File: config.mk
export PLATFORM = sky130hd
export DESIGN_NAME = fcw_dev_flat
export DESIGN_NICKNAME = d
export VERILOG_FILES = /design/src/fcw_pkg.sv /design/src/fcw_link_if.sv /design/src/fcw_dev.sv /design/src/flat_wrapper.sv
export SDC_FILE = /design/constraint.sdc
export NUM_CORES = 1
export LEC_CHECK = 0
export ABC_CLOCK_PERIOD_IN_PS = 1400
export BUFFER_PORTS_ARGS = -buffer_cell sky130_fd_sc_hd__buf_2
export CORE_MARGIN = 8
export CORE_UTILIZATION = 48
export CTS_CLUSTER_SIZE = 25
export DETAILED_ROUTE_END_ITERATION = 7
export PLACE_DENSITY = 0.76
export REMOVE_ABC_BUFFERS = 1
export SYNTH_ARGS = -nofsm -noshare
export SYNTH_HDL_FRONTEND = slang
export SYNTH_SLANG_ARGS = --single-unit
export TNS_END_PERCENT = 50
File: constraint.sdc
create_clock -name sys_clk -period 1.4 [get_ports sys_clk]
set_clock_uncertainty 0.1 [all_clocks]
set_input_delay 0.21 -clock sys_clk [delete_from_list [all_inputs] [get_ports sys_clk]]
set_output_delay 0.21 -clock sys_clk [all_outputs]
set_load 0.005 [all_outputs]
File: src/fcw_pkg.sv
// Purpose: shared constants for the flash command/wrap/ecc configuration link
// Assumes: one clock, 8-bit link fields, 32-bit register bus on the host end
// Notes:   register indices on the link and bus offsets are fixed here
package fcw_pkg;
   // link opcodes
   localparam logic [7:0] OP_RD_ANY   = 8'h65;
   localparam logic [7:0] OP_WR_ANY   = 8'h71;
   localparam logic [7:0] OP_SET_BL   = 8'hC0;
   localparam logic [7:0] OP_ECC_RD0  = 8'h18;
   localparam logic [7:0] OP_ECC_RD1  = 8'h19;
   localparam logic [7:0] OP_RESUME30 = 8'h30;
   localparam logic [7:0] OP_RST_F0   = 8'hF0;
   localparam logic [7:0] OP_RST_EN   = 8'h66;
   localparam logic [7:0] OP_RST      = 8'h99;
   localparam logic [7:0] OP_PROG     = 8'h02;
   localparam logic [7:0] OP_ER_PARAM = 8'h20;
   localparam logic [7:0] OP_ER_SECT  = 8'hD8;
   localparam logic [7:0] OP_ER_BULK0 = 8'h60;
   localparam logic [7:0] OP_ER_BULK1 = 8'hC7;
   localparam logic [7:0] OP_RD_NORM  = 8'h03;
   localparam logic [7:0] OP_RD_FAST  = 8'h0B;
   localparam logic [7:0] OP_RD_QIO   = 8'hEB;
   localparam logic [7:0] OP_RD_DQIO  = 8'hED;
   // register indices carried in the link address field
   localparam logic [7:0] RI_CB_BOOT  = 8'h00;
   localparam logic [7:0] RI_CB       = 8'h01;
   localparam logic [7:0] RI_BW_BOOT  = 8'h02;
   localparam logic [7:0] RI_BW       = 8'h03;
   // command-behaviour field positions
   localparam int CB_BLANK   = 5;
   localparam int CB_PWRAP   = 4;
   localparam int CB_PARAM   = 3;
   localparam int CB_RESUME  = 2;
   localparam int CB_LEGRST  = 0;
   localparam logic [7:0] CB_MASK     = 8'h3D;
   localparam logic [7:0] CB_RESET    = 8'h00;
   // burst-wrap field positions
   localparam int BW_DRV_LSB = 5;
   localparam int BW_WRAP_N  = 4;
   localparam int BW_WL_LSB  = 0;
   localparam logic [7:0] BW_MASK     = 8'hF3;
   localparam logic [7:0] BW_RESET    = 8'h10;
   localparam logic [7:0] ECC_MASK    = 8'h07;
   // host bus offsets and responses
   localparam logic [3:0] AX_CMD      = 4'h0;
   localparam logic [3:0] AX_STAT     = 4'h4;
   localparam int ST_BUSY    = 8;
   localparam logic [1:0] RESP_OK     = 2'h0;
   localparam logic [1:0] RESP_SLVERR = 2'h2;
endpackage

File: src/fcw_link_if.sv
// Purpose: command link between host controller and configuration device
// Assumes: both ends on sys_clk, one request outstanding at a time
// Notes:   every request is answered by exactly one rsp_valid pulse
`timescale 1ns/1ps
interface fcw_link_if (
   input wire logic sys_clk  // shared clock
);
   logic       req;        // one-cycle request
   logic [7:0] op;         // opcode
   logic [7:0] addr;       // register index or ecc unit
   logic [7:0] wdata;      // write data
   logic       rsp_valid;  // one-cycle answer
   logic [7:0] rsp_data;   // read data
   modport host (output req, op, addr, wdata, input rsp_valid, rsp_data);
   modport dev  (input req, op, addr, wdata, output rsp_valid, rsp_data);
endinterface

File: src/fcw_dev.sv
// Purpose: configuration device end: command-behaviour, burst-wrap, ecc status
// Assumes: host keeps one request outstanding; array side on same clock
// Notes:   command-behaviour boot copy sets bits one way only, like one-time cells; burst-wrap boot is overwritten
//
// Contract
// - host reads/writes config registers by generic commands
// - any reset reloads command-behaviour from boot copy
// - blank check: failed prior erase erases unconditionally
// - blank check: erase on zero, else skip
// - blank check covers all erases; off means erase
// - page wrap bit selects 256 or 512 buffer
// - parameter bit selects hybrid or uniform map
// - parameter bit changes only through boot copy
// - opcode 30h resume or clear status by select
// - F0h resets only while legacy enable set
// - 66h then 99h always resets
// - burst wrap only for main array reads
// - any reset copies burst-wrap boot to working
// - set-burst-length command writes working burst-wrap
// - wrap enable low wraps quad reads only
// - wrap length codes give 8 to 64 bytes
// - three-bit drive code, default zero
// - ecc read with unit returns its status
// - ecc status read-only, reserved bits low
// - bit 2 flags check code error
// - bit 1 corrected, bit 0 ecc off
// - software ignores ecc reserved bits
//
// The AXI4-Lite interface to the registers and the placing of the registers were chosen for this implementation.
`timescale 1ns/1ps
module fcw_dev (
   input  wire logic   sys_clk,          // 200 MHz clock
   input  wire logic   resetn,           // async reset, active low
   fcw_link_if.dev     lk,               // link to host
   input  wire logic   sector_erase_ok,  // last erase of sector completed
   input  wire logic   sector_blank,     // sector read found no zero bit
   input  wire logic   pb_load,          // one buffer byte loaded
   input  wire logic [2:0] ecc_flags,    // status of unit on ecc_unit
   output logic [7:0]  ecc_unit,         // selected ecc unit
   output logic        erase_start,      // pulse: begin erase
   output logic        erase_skip,       // pulse: erase skipped, blank
   output logic [8:0]  pb_addr,          // buffer load address
   output logic        param_overlay,    // 4-KB sectors in map
   output logic        resume_pulse,     // pulse: program/erase resume
   output logic        clr_stat_pulse,   // pulse: clear status
   output logic        soft_rst_pulse,   // pulse: software reset done
   output logic        arr_rd_start,     // pulse: main array read begins
   output logic        rd_wrap,          // that read wraps
   output logic [6:0]  rd_wrap_bytes,    // burst length in bytes
   output logic [2:0]  drive_code,       // output drive strength
   output logic        blank_check_en    // blank check active
);
   typedef struct packed {
      logic [7:0] cb_boot;
      logic [7:0] cb;
      logic [7:0] bw_boot;
      logic [7:0] bw;
      logic       armed;
      logic       ecc_pend;
      logic [7:0] ecc_unit;
      logic [8:0] pb;
      logic       rsp_valid;
      logic [7:0] rsp_data;
      logic       erase_start;
      logic       erase_skip;
      logic       resume;
      logic       clr_stat;
      logic       soft_rst;
      logic       rd_start;
      logic       rd_wrap;
      logic [6:0] rd_bytes;
   } fcw_dev_st_t;

   fcw_dev_st_t s_r;
   fcw_dev_st_t s_nxt;

   ////////////////////////////////////////////////////////////////////////////
   // outputs come straight from the state register
   assign lk.rsp_valid     = s_r.rsp_valid;
   assign lk.rsp_data      = s_r.rsp_data;
   assign ecc_unit         = s_r.ecc_unit;
   assign erase_start      = s_r.erase_start;
   assign erase_skip       = s_r.erase_skip;
   assign pb_addr          = s_r.pb;
   assign param_overlay    = ~s_r.cb[fcw_pkg::CB_PARAM];
   assign resume_pulse     = s_r.resume;
   assign clr_stat_pulse   = s_r.clr_stat;
   assign soft_rst_pulse   = s_r.soft_rst;
   assign arr_rd_start     = s_r.rd_start;
   assign rd_wrap          = s_r.rd_wrap;
   assign rd_wrap_bytes    = s_r.rd_bytes;
   assign drive_code       = s_r.bw[fcw_pkg::BW_DRV_LSB +: 3];
   assign blank_check_en   = s_r.cb[fcw_pkg::CB_BLANK];

   ////////////////////////////////////////////////////////////////////////////
   // next state
   always_comb begin
      s_nxt             = s_r;
      s_nxt.rsp_valid   = 1'b0;
      s_nxt.erase_start = 1'b0;
      s_nxt.erase_skip  = 1'b0;
      s_nxt.resume      = 1'b0;
      s_nxt.clr_stat    = 1'b0;
      s_nxt.soft_rst    = 1'b0;
      s_nxt.rd_start    = 1'b0;
      s_nxt.rd_wrap     = 1'b0;

      // ecc answer one cycle after the unit is presented to the array
      if (s_r.ecc_pend) begin
         s_nxt.ecc_pend  = 1'b0;
         s_nxt.rsp_valid = 1'b1;
         // reserved bits driven low, only three flags are live
         s_nxt.rsp_data  = {5'h00, ecc_flags};
      end

      // buffer pointer: 256 mode keeps the ninth bit clear
      if (pb_load) begin
         if (s_r.cb[fcw_pkg::CB_PWRAP]) begin
            s_nxt.pb = s_r.pb + 9'h001;
         end else begin
            s_nxt.pb = {1'b0, s_r.pb[7:0] + 8'h01};
         end
      end

      if (lk.req) begin
         // any command other than 66h drops the reset arm, 99h included
         s_nxt.armed     = 1'b0;
         s_nxt.rsp_valid = 1'b1;
         s_nxt.rsp_data  = 8'h00;
         unique case (lk.op)
            fcw_pkg::OP_RD_ANY: begin
               unique case (lk.addr)
                  fcw_pkg::RI_CB_BOOT: s_nxt.rsp_data = s_r.cb_boot;
                  fcw_pkg::RI_CB:      s_nxt.rsp_data = s_r.cb;
                  fcw_pkg::RI_BW_BOOT: s_nxt.rsp_data = s_r.bw_boot;
                  fcw_pkg::RI_BW:      s_nxt.rsp_data = s_r.bw;
                  default:             s_nxt.rsp_data = 8'h00;
               endcase
            end
            fcw_pkg::OP_WR_ANY: begin
               unique case (lk.addr)
                  fcw_pkg::RI_CB_BOOT: begin
                     // one-time cells only ever set
                     s_nxt.cb_boot = s_r.cb_boot | (lk.wdata & fcw_pkg::CB_MASK);
                     // boot programming is the only path to the parameter bit
                     s_nxt.cb[fcw_pkg::CB_PARAM] = s_nxt.cb_boot[fcw_pkg::CB_PARAM];
                  end
                  fcw_pkg::RI_CB: begin
                     s_nxt.cb = lk.wdata & fcw_pkg::CB_MASK;
                     s_nxt.cb[fcw_pkg::CB_PARAM] = s_r.cb[fcw_pkg::CB_PARAM];
                  end
                  fcw_pkg::RI_BW_BOOT: begin
                     s_nxt.bw_boot = lk.wdata & fcw_pkg::BW_MASK;
                  end
                  fcw_pkg::RI_BW: begin
                     s_nxt.bw = lk.wdata & fcw_pkg::BW_MASK;
                  end
                  default: begin
                  end
               endcase
            end
            fcw_pkg::OP_SET_BL: begin
               s_nxt.bw = lk.wdata & fcw_pkg::BW_MASK;
            end
            fcw_pkg::OP_ECC_RD0, fcw_pkg::OP_ECC_RD1: begin
               // answer held back a cycle so the array can look up the unit
               s_nxt.rsp_valid = 1'b0;
               s_nxt.ecc_pend  = 1'b1;
               s_nxt.ecc_unit  = lk.addr;
            end
            fcw_pkg::OP_RESUME30: begin
               s_nxt.resume   = s_r.cb[fcw_pkg::CB_RESUME];
               s_nxt.clr_stat = ~s_r.cb[fcw_pkg::CB_RESUME];
            end
            fcw_pkg::OP_RST_F0: begin
               s_nxt.soft_rst = s_r.cb[fcw_pkg::CB_LEGRST];
            end
            fcw_pkg::OP_RST_EN: begin
               s_nxt.armed = 1'b1;
            end
            fcw_pkg::OP_RST: begin
               s_nxt.soft_rst = s_r.armed;
            end
            fcw_pkg::OP_PROG: begin
               s_nxt.pb = 9'h000;
            end
            fcw_pkg::OP_ER_PARAM, fcw_pkg::OP_ER_SECT,
            fcw_pkg::OP_ER_BULK0, fcw_pkg::OP_ER_BULK1: begin
               // blank state is only trusted after a clean previous erase
               if (!s_r.cb[fcw_pkg::CB_BLANK]) begin
                  s_nxt.erase_start = 1'b1;
               end else if (!sector_erase_ok) begin
                  s_nxt.erase_start = 1'b1;
               end else if (sector_blank) begin
                  s_nxt.erase_skip = 1'b1;
               end else begin
                  s_nxt.erase_start = 1'b1;
               end
            end
            fcw_pkg::OP_RD_QIO, fcw_pkg::OP_RD_DQIO: begin
               s_nxt.rd_start = 1'b1;
               s_nxt.rd_wrap  = ~s_r.bw[fcw_pkg::BW_WRAP_N];
               s_nxt.rd_bytes = 7'h08 << s_r.bw[fcw_pkg::BW_WL_LSB +: 2];
            end
            fcw_pkg::OP_RD_NORM, fcw_pkg::OP_RD_FAST: begin
               // normal and fast reads raise rd_start but never wrap, so stay linear
               s_nxt.rd_start = 1'b1;
               s_nxt.rd_wrap  = 1'b0;
            end
            default: begin
            end
         endcase
      end

      // software reset reloads working copies, overriding same-cycle writes
      if (s_nxt.soft_rst) begin
         s_nxt.cb = s_r.cb_boot;
         s_nxt.bw = s_r.bw_boot;
      end
   end

   ////////////////////////////////////////////////////////////////////////////
   // state register; power-on and hardware reset give the boot defaults
   always_ff @(posedge sys_clk or negedge resetn) begin
      if (!resetn) begin
         s_r          <= '0;
         s_r.cb_boot  <= fcw_pkg::CB_RESET;
         s_r.cb       <= fcw_pkg::CB_RESET;
         s_r.bw_boot  <= fcw_pkg::BW_RESET;
         s_r.bw       <= fcw_pkg::BW_RESET;
         s_r.rd_bytes <= 7'h08;
      end else begin
         s_r <= s_nxt;
      end
   end
endmodule

File: src/flat_wrapper.sv
// flat-port wrapper written by rule: the top's interface ports become plain ports
module fcw_dev_flat 
  (sys_clk, resetn, sector_erase_ok, sector_blank, pb_load, ecc_flags, ecc_unit, erase_start, erase_skip, pb_addr, param_overlay, resume_pulse, clr_stat_pulse, soft_rst_pulse, arr_rd_start, rd_wrap, rd_wrap_bytes, drive_code, blank_check_en, lk_req, lk_op, lk_addr, lk_wdata, lk_rsp_valid, lk_rsp_data);
  fcw_link_if lk_i (.sys_clk(sys_clk));
  input  wire logic sys_clk;
  input  wire logic resetn;
  input  wire logic sector_erase_ok;
  input  wire logic sector_blank;
  input  wire logic pb_load;
  input  wire logic [2:0] ecc_flags;
  output logic [7:0] ecc_unit;
  output logic erase_start;
  output logic erase_skip;
  output logic [8:0] pb_addr;
  output logic param_overlay;
  output logic resume_pulse;
  output logic clr_stat_pulse;
  output logic soft_rst_pulse;
  output logic arr_rd_start;
  output logic rd_wrap;
  output logic [6:0] rd_wrap_bytes;
  output logic [2:0] drive_code;
  output logic blank_check_en;
  input wire logic [$bits(lk_i.req)-1:0] lk_req;
  input wire logic [$bits(lk_i.op)-1:0] lk_op;
  input wire logic [$bits(lk_i.addr)-1:0] lk_addr;
  input wire logic [$bits(lk_i.wdata)-1:0] lk_wdata;
  output wire logic [$bits(lk_i.rsp_valid)-1:0] lk_rsp_valid;
  output wire logic [$bits(lk_i.rsp_data)-1:0] lk_rsp_data;
  assign lk_i.req = lk_req;
  assign lk_i.op = lk_op;
  assign lk_i.addr = lk_addr;
  assign lk_i.wdata = lk_wdata;
  assign lk_rsp_valid = lk_i.rsp_valid;
  assign lk_rsp_data = lk_i.rsp_data;
  fcw_dev u_core (.sys_clk(sys_clk), .resetn(resetn), .lk(lk_i), .sector_erase_ok(sector_erase_ok), .sector_blank(sector_blank), .pb_load(pb_load), .ecc_flags(ecc_flags), .ecc_unit(ecc_unit), .erase_start(erase_start), .erase_skip(erase_skip), .pb_addr(pb_addr), .param_overlay(param_overlay), .resume_pulse(resume_pulse), .clr_stat_pulse(clr_stat_pulse), .soft_rst_pulse(soft_rst_pulse), .arr_rd_start(arr_rd_start), .rd_wrap(rd_wrap), .rd_wrap_bytes(rd_wrap_bytes), .drive_code(drive_code), .blank_check_en(blank_check_en));
endmodule
==> metrics list <==
* Routing usage on met2: 28.66%
* Most instantiated cells after synthesis: dfrtp_1, buf_4, nand2_1
- # DRC: 0
* Clock tree sinks: 61
* Inserted Clock Buffers: 9
- Half-perimeter wire length after detailed placement: 5.919 mm
- Cell-internal power: 3.512 mW
- Wire length of the first global-routing pass: 13.70 mm
- Drt via density: 5.392
* Data arrival at the endpoint of the critical path: 1.87 ns
- In this run the number of H-tree levels came out at 3.
* Detail Route Antenna Nets: 0
- In the global route stage, met1 resource usage came out at 20.50%.
- For this run the aggregate overflow at the end of global routing stands at 0.
- Timing would allow up to 0.5755 GHz.
- Number of diodes: 0
- Final hold analysis gives a worst-case slack of 0.006690 ns.
- Data on the critical path is required at its endpoint by 1.53 ns.
- Power density over the cells: 1090 mW/mm²
- The tool flagged a number of max-cap violations equal to 0.
- The number of different library cells used by synthesis comes to 53.
- Total global-route track usage: 17.59%
- A synthesized cell averages 10.90 µm².
* Max Transition Viols Final: 0
* Count of endpoints failing setup in the final report: 26
* Part of the power in combinational logic: 16.7%
- Die X: 97.56 µm
* Layout overhead on the synthesized area: 38.01%
- Setup repair after global routing could not meet its margin everywhere.
* Worst Slack Setup Final: -0.3377 ns
- Post-route clock period utilization: 124.1%
* Worst Hold Class: input pin to flip-flop
- After synthesis, the cell types taking the most area are dfrtp_1, buf_4, nand2_1, a22o_1, mux2i_1.
* Switch Pwr: 1.291 mW
- STA classifies the critical path startpoint as an input pin.
* Maximum number of pins on one net before global-route repair: 62
- For this run, the detailed router's first-pass iteration total came to 4.
* Clock root buffer: clkbuf_8
- For this block, the via count after detailed routing is 2626.
- Initial antenna violation count: 0
- For the worst-skew pair, the clock arrives at the later sink with an insertion delay of 0.35 ns.
- Full die area: 0.009518 mm²
* Placeable Area: 0.006386 mm²
- Register share of total power: 42.3%
- The count of endpoints failing hold in the final timing report was 0.
- Crit path max fanout: 4
* Library cell with the highest instance count after synthesis: dfrtp_1
- In this run the deepest clock path goes through 2 buffers.
- Library cell occupying the most area in the post-synthesis netlist: dfrtp_1
- By startpoint and endpoint, the worst setup path is classified as input pin to flip-flop.
- Synthesis inferred 61 register bits.
* Violated checks: setup timing
- Power comes to 4.803 mW.
* Outcome: finished, violations left
* Warnings from Yosys: 0
- In this run the vertical extent of the chip is 97.56 µm.
* Wire length after detailed routing: 8.626 mm
* Share of synthesized area occupied by flip-flops and latches: 47.92%
* Maximum vdd ir drop: 0.8680 mV
- Global-route layer with the greatest usage: met2
* Port-buffer cells: 74
- Async set or reset register ratio after synthesis: 100.0%
- Layout cell share with drive strength beyond 1: 48.54%
- After clock tree synthesis, the clock-pin slew on the worst setup and hold paths is 0.07 ns.
- Number of synthesized flops with an enable pin: 0
- The via count of the first global-routing pass is 2762.
- Final weighted congestion in routability-driven placement: 0.8137
- Counting every instance in the synthesized netlist gives 293.
* Synth top area share: 45.45%
* Crit path capture type: flip-flop
- After the last flow step, the layout net total stands at 439.
- Clock network power share: 40.9%
- In this run switching power makes up 26.88% of total power.
* Main flop type after synthesis: dfrtp_1
- Number of ports placed on the die boundary: 78
* Static power due to leakage: 2.256 nW
- The detailed router finished its first iteration with 145 violations.
- Met3 track demand over resource in global routing: 5.263%
- Initial Utilization: 50.00%
- After floorplanning, the core was divided into 29 placement rows.
- In this run the cell area of the synthesized design comes to 0.003193 mm².
- TritonCTS built the clock tree.
* Wire per inst: 17.71 µm
- Post-layout min period: 1.738 ns
repair_timing:
item,in CTS,in global routing
gates resized for setup,22,27
hold buffers,9,0
buffers inserted,3,8
pin swaps,19,13
endpoints found under the hold margin,66,0
endpoints found under the setup margin,27,40
stage by stage:
| step | std cells | setup WS, ns | area (µm²) | setup TNS [ns] | util [%] |
|---|---|---|---|---|---|
| after floorplan | 250 | -0.5617 | 2882 | -6.516 | - |
| after global placement | 453 | -0.6660 | 3764 | -18.94 | 58.93 |
| after detailed placement | 453 | -0.7537 | 3764 | -20.57 | 58.93 |
| after CTS | 480 | -0.3110 | 4229 | -3.194 | 66.22 |
| after global routing | 487 | -0.3879 | 4407 | -6.408 | 69.00 |
| final | 487 | -0.3377 | 4407 | -4.771 | 69.00 |
sequential cells by signal, summed over array words and instances (netlist names):
name	flops
u_core.ecc_unit	8
u_core.lk.rsp_valid	1
u_core.rd_wrap_bytes	4
u_core.erase_skip	1
u_core.rd_wrap	1
u_core.drive_code	3
u_core.pb_addr	9
u_core.clr_stat_pulse	1
u_core.erase_start	1
u_core.resume_pulse	1
u_core.blank_check_en	1
u_core.lk.rsp_data	8
u_core.arr_rd_start	1
u_core.s_r	20
u_core.soft_rst_pulse	1
cells by family after synthesis:
group	Yosys count	share of synthesized area (%)
buffers and inverters	55	11.17
AO/OA/AOI/OAI	40	9.757
AND/OR/NAND/NOR	100	18.30
other	1	0.1174
XOR/XNOR	9	2.468
flip-flops	61	47.92
adder cells (fa/ha/maj)	1	0.3918
multiplexers	26	9.875
area by class of cell:
cell class,count,area [µm²]
clock inverter,7,121.4
multi-input combinational,179,1478
clock buffer,9,123.9
timing repair buffer,144,1020
sequential,61,1530
inverter,10,37.54
tap,77,96.34
fill,466,1979
cells in the final DEF (no fill, tap or decap), types with 8 or more instances in the layout:
cell type,instances
a22o_1,14
buf_2,69
buf_4,48
buf_6,13
clkbuf_8,9
dfrtp_1,58
dlygate4sd3_1,9
inv_1,9
mux2_2,8
mux2i_1,9
nand2_1,32
nand3_1,9
nor2_1,17
routing by layer:
layer	wire length, µm	vias to the layer above	share of wire (%)
met1	3544	1307	41
li1	-	1215	-
met5	0	-	0
met4	206	0	2.4
met3	578	13	6.7
met2	4297	91	50
critical path: stages:
cell     delay (ns)
buf_8          0.10
nor4b_4        0.35
nand4_4        0.17
nor4b_4        0.28
buf_4          0.19
mux2_4         0.30
mux2_4         0.26
power groups by stage:
stage               clock, mW  combinational (mW)  sequential [mW]
finish                   1.97               0.804             2.03
CTS                      1.97               0.785             2.03
floorplan                   0               0.253             2.09
global placement            0               0.721             2.06
global route             2.05               0.902             2.05
detailed placement          0               0.744             2.06
path summary, 6_finish.rpt:
check	to	cells past startpoint	slack (ns)	start
hold reg to reg	u_core.s_r[69]	1	0.38	u_core.s_r[69]
hold / removal	u_core.s_r[57]	2	0.007	lk_wdata[7]
max in group asynchronous	u_core.s_r[54]	3	0.61	resetn
setup / recovery	u_core.blank_check_en	7	-0.34	lk_op[2]
min in group asynchronous	u_core.ecc_unit[7]	3	0.29	resetn
setup reg to reg	u_core.drive_code[2]	6	-0.17	u_core.s_r[41]
Note: power is estimated with default switching activity, not from simulation.
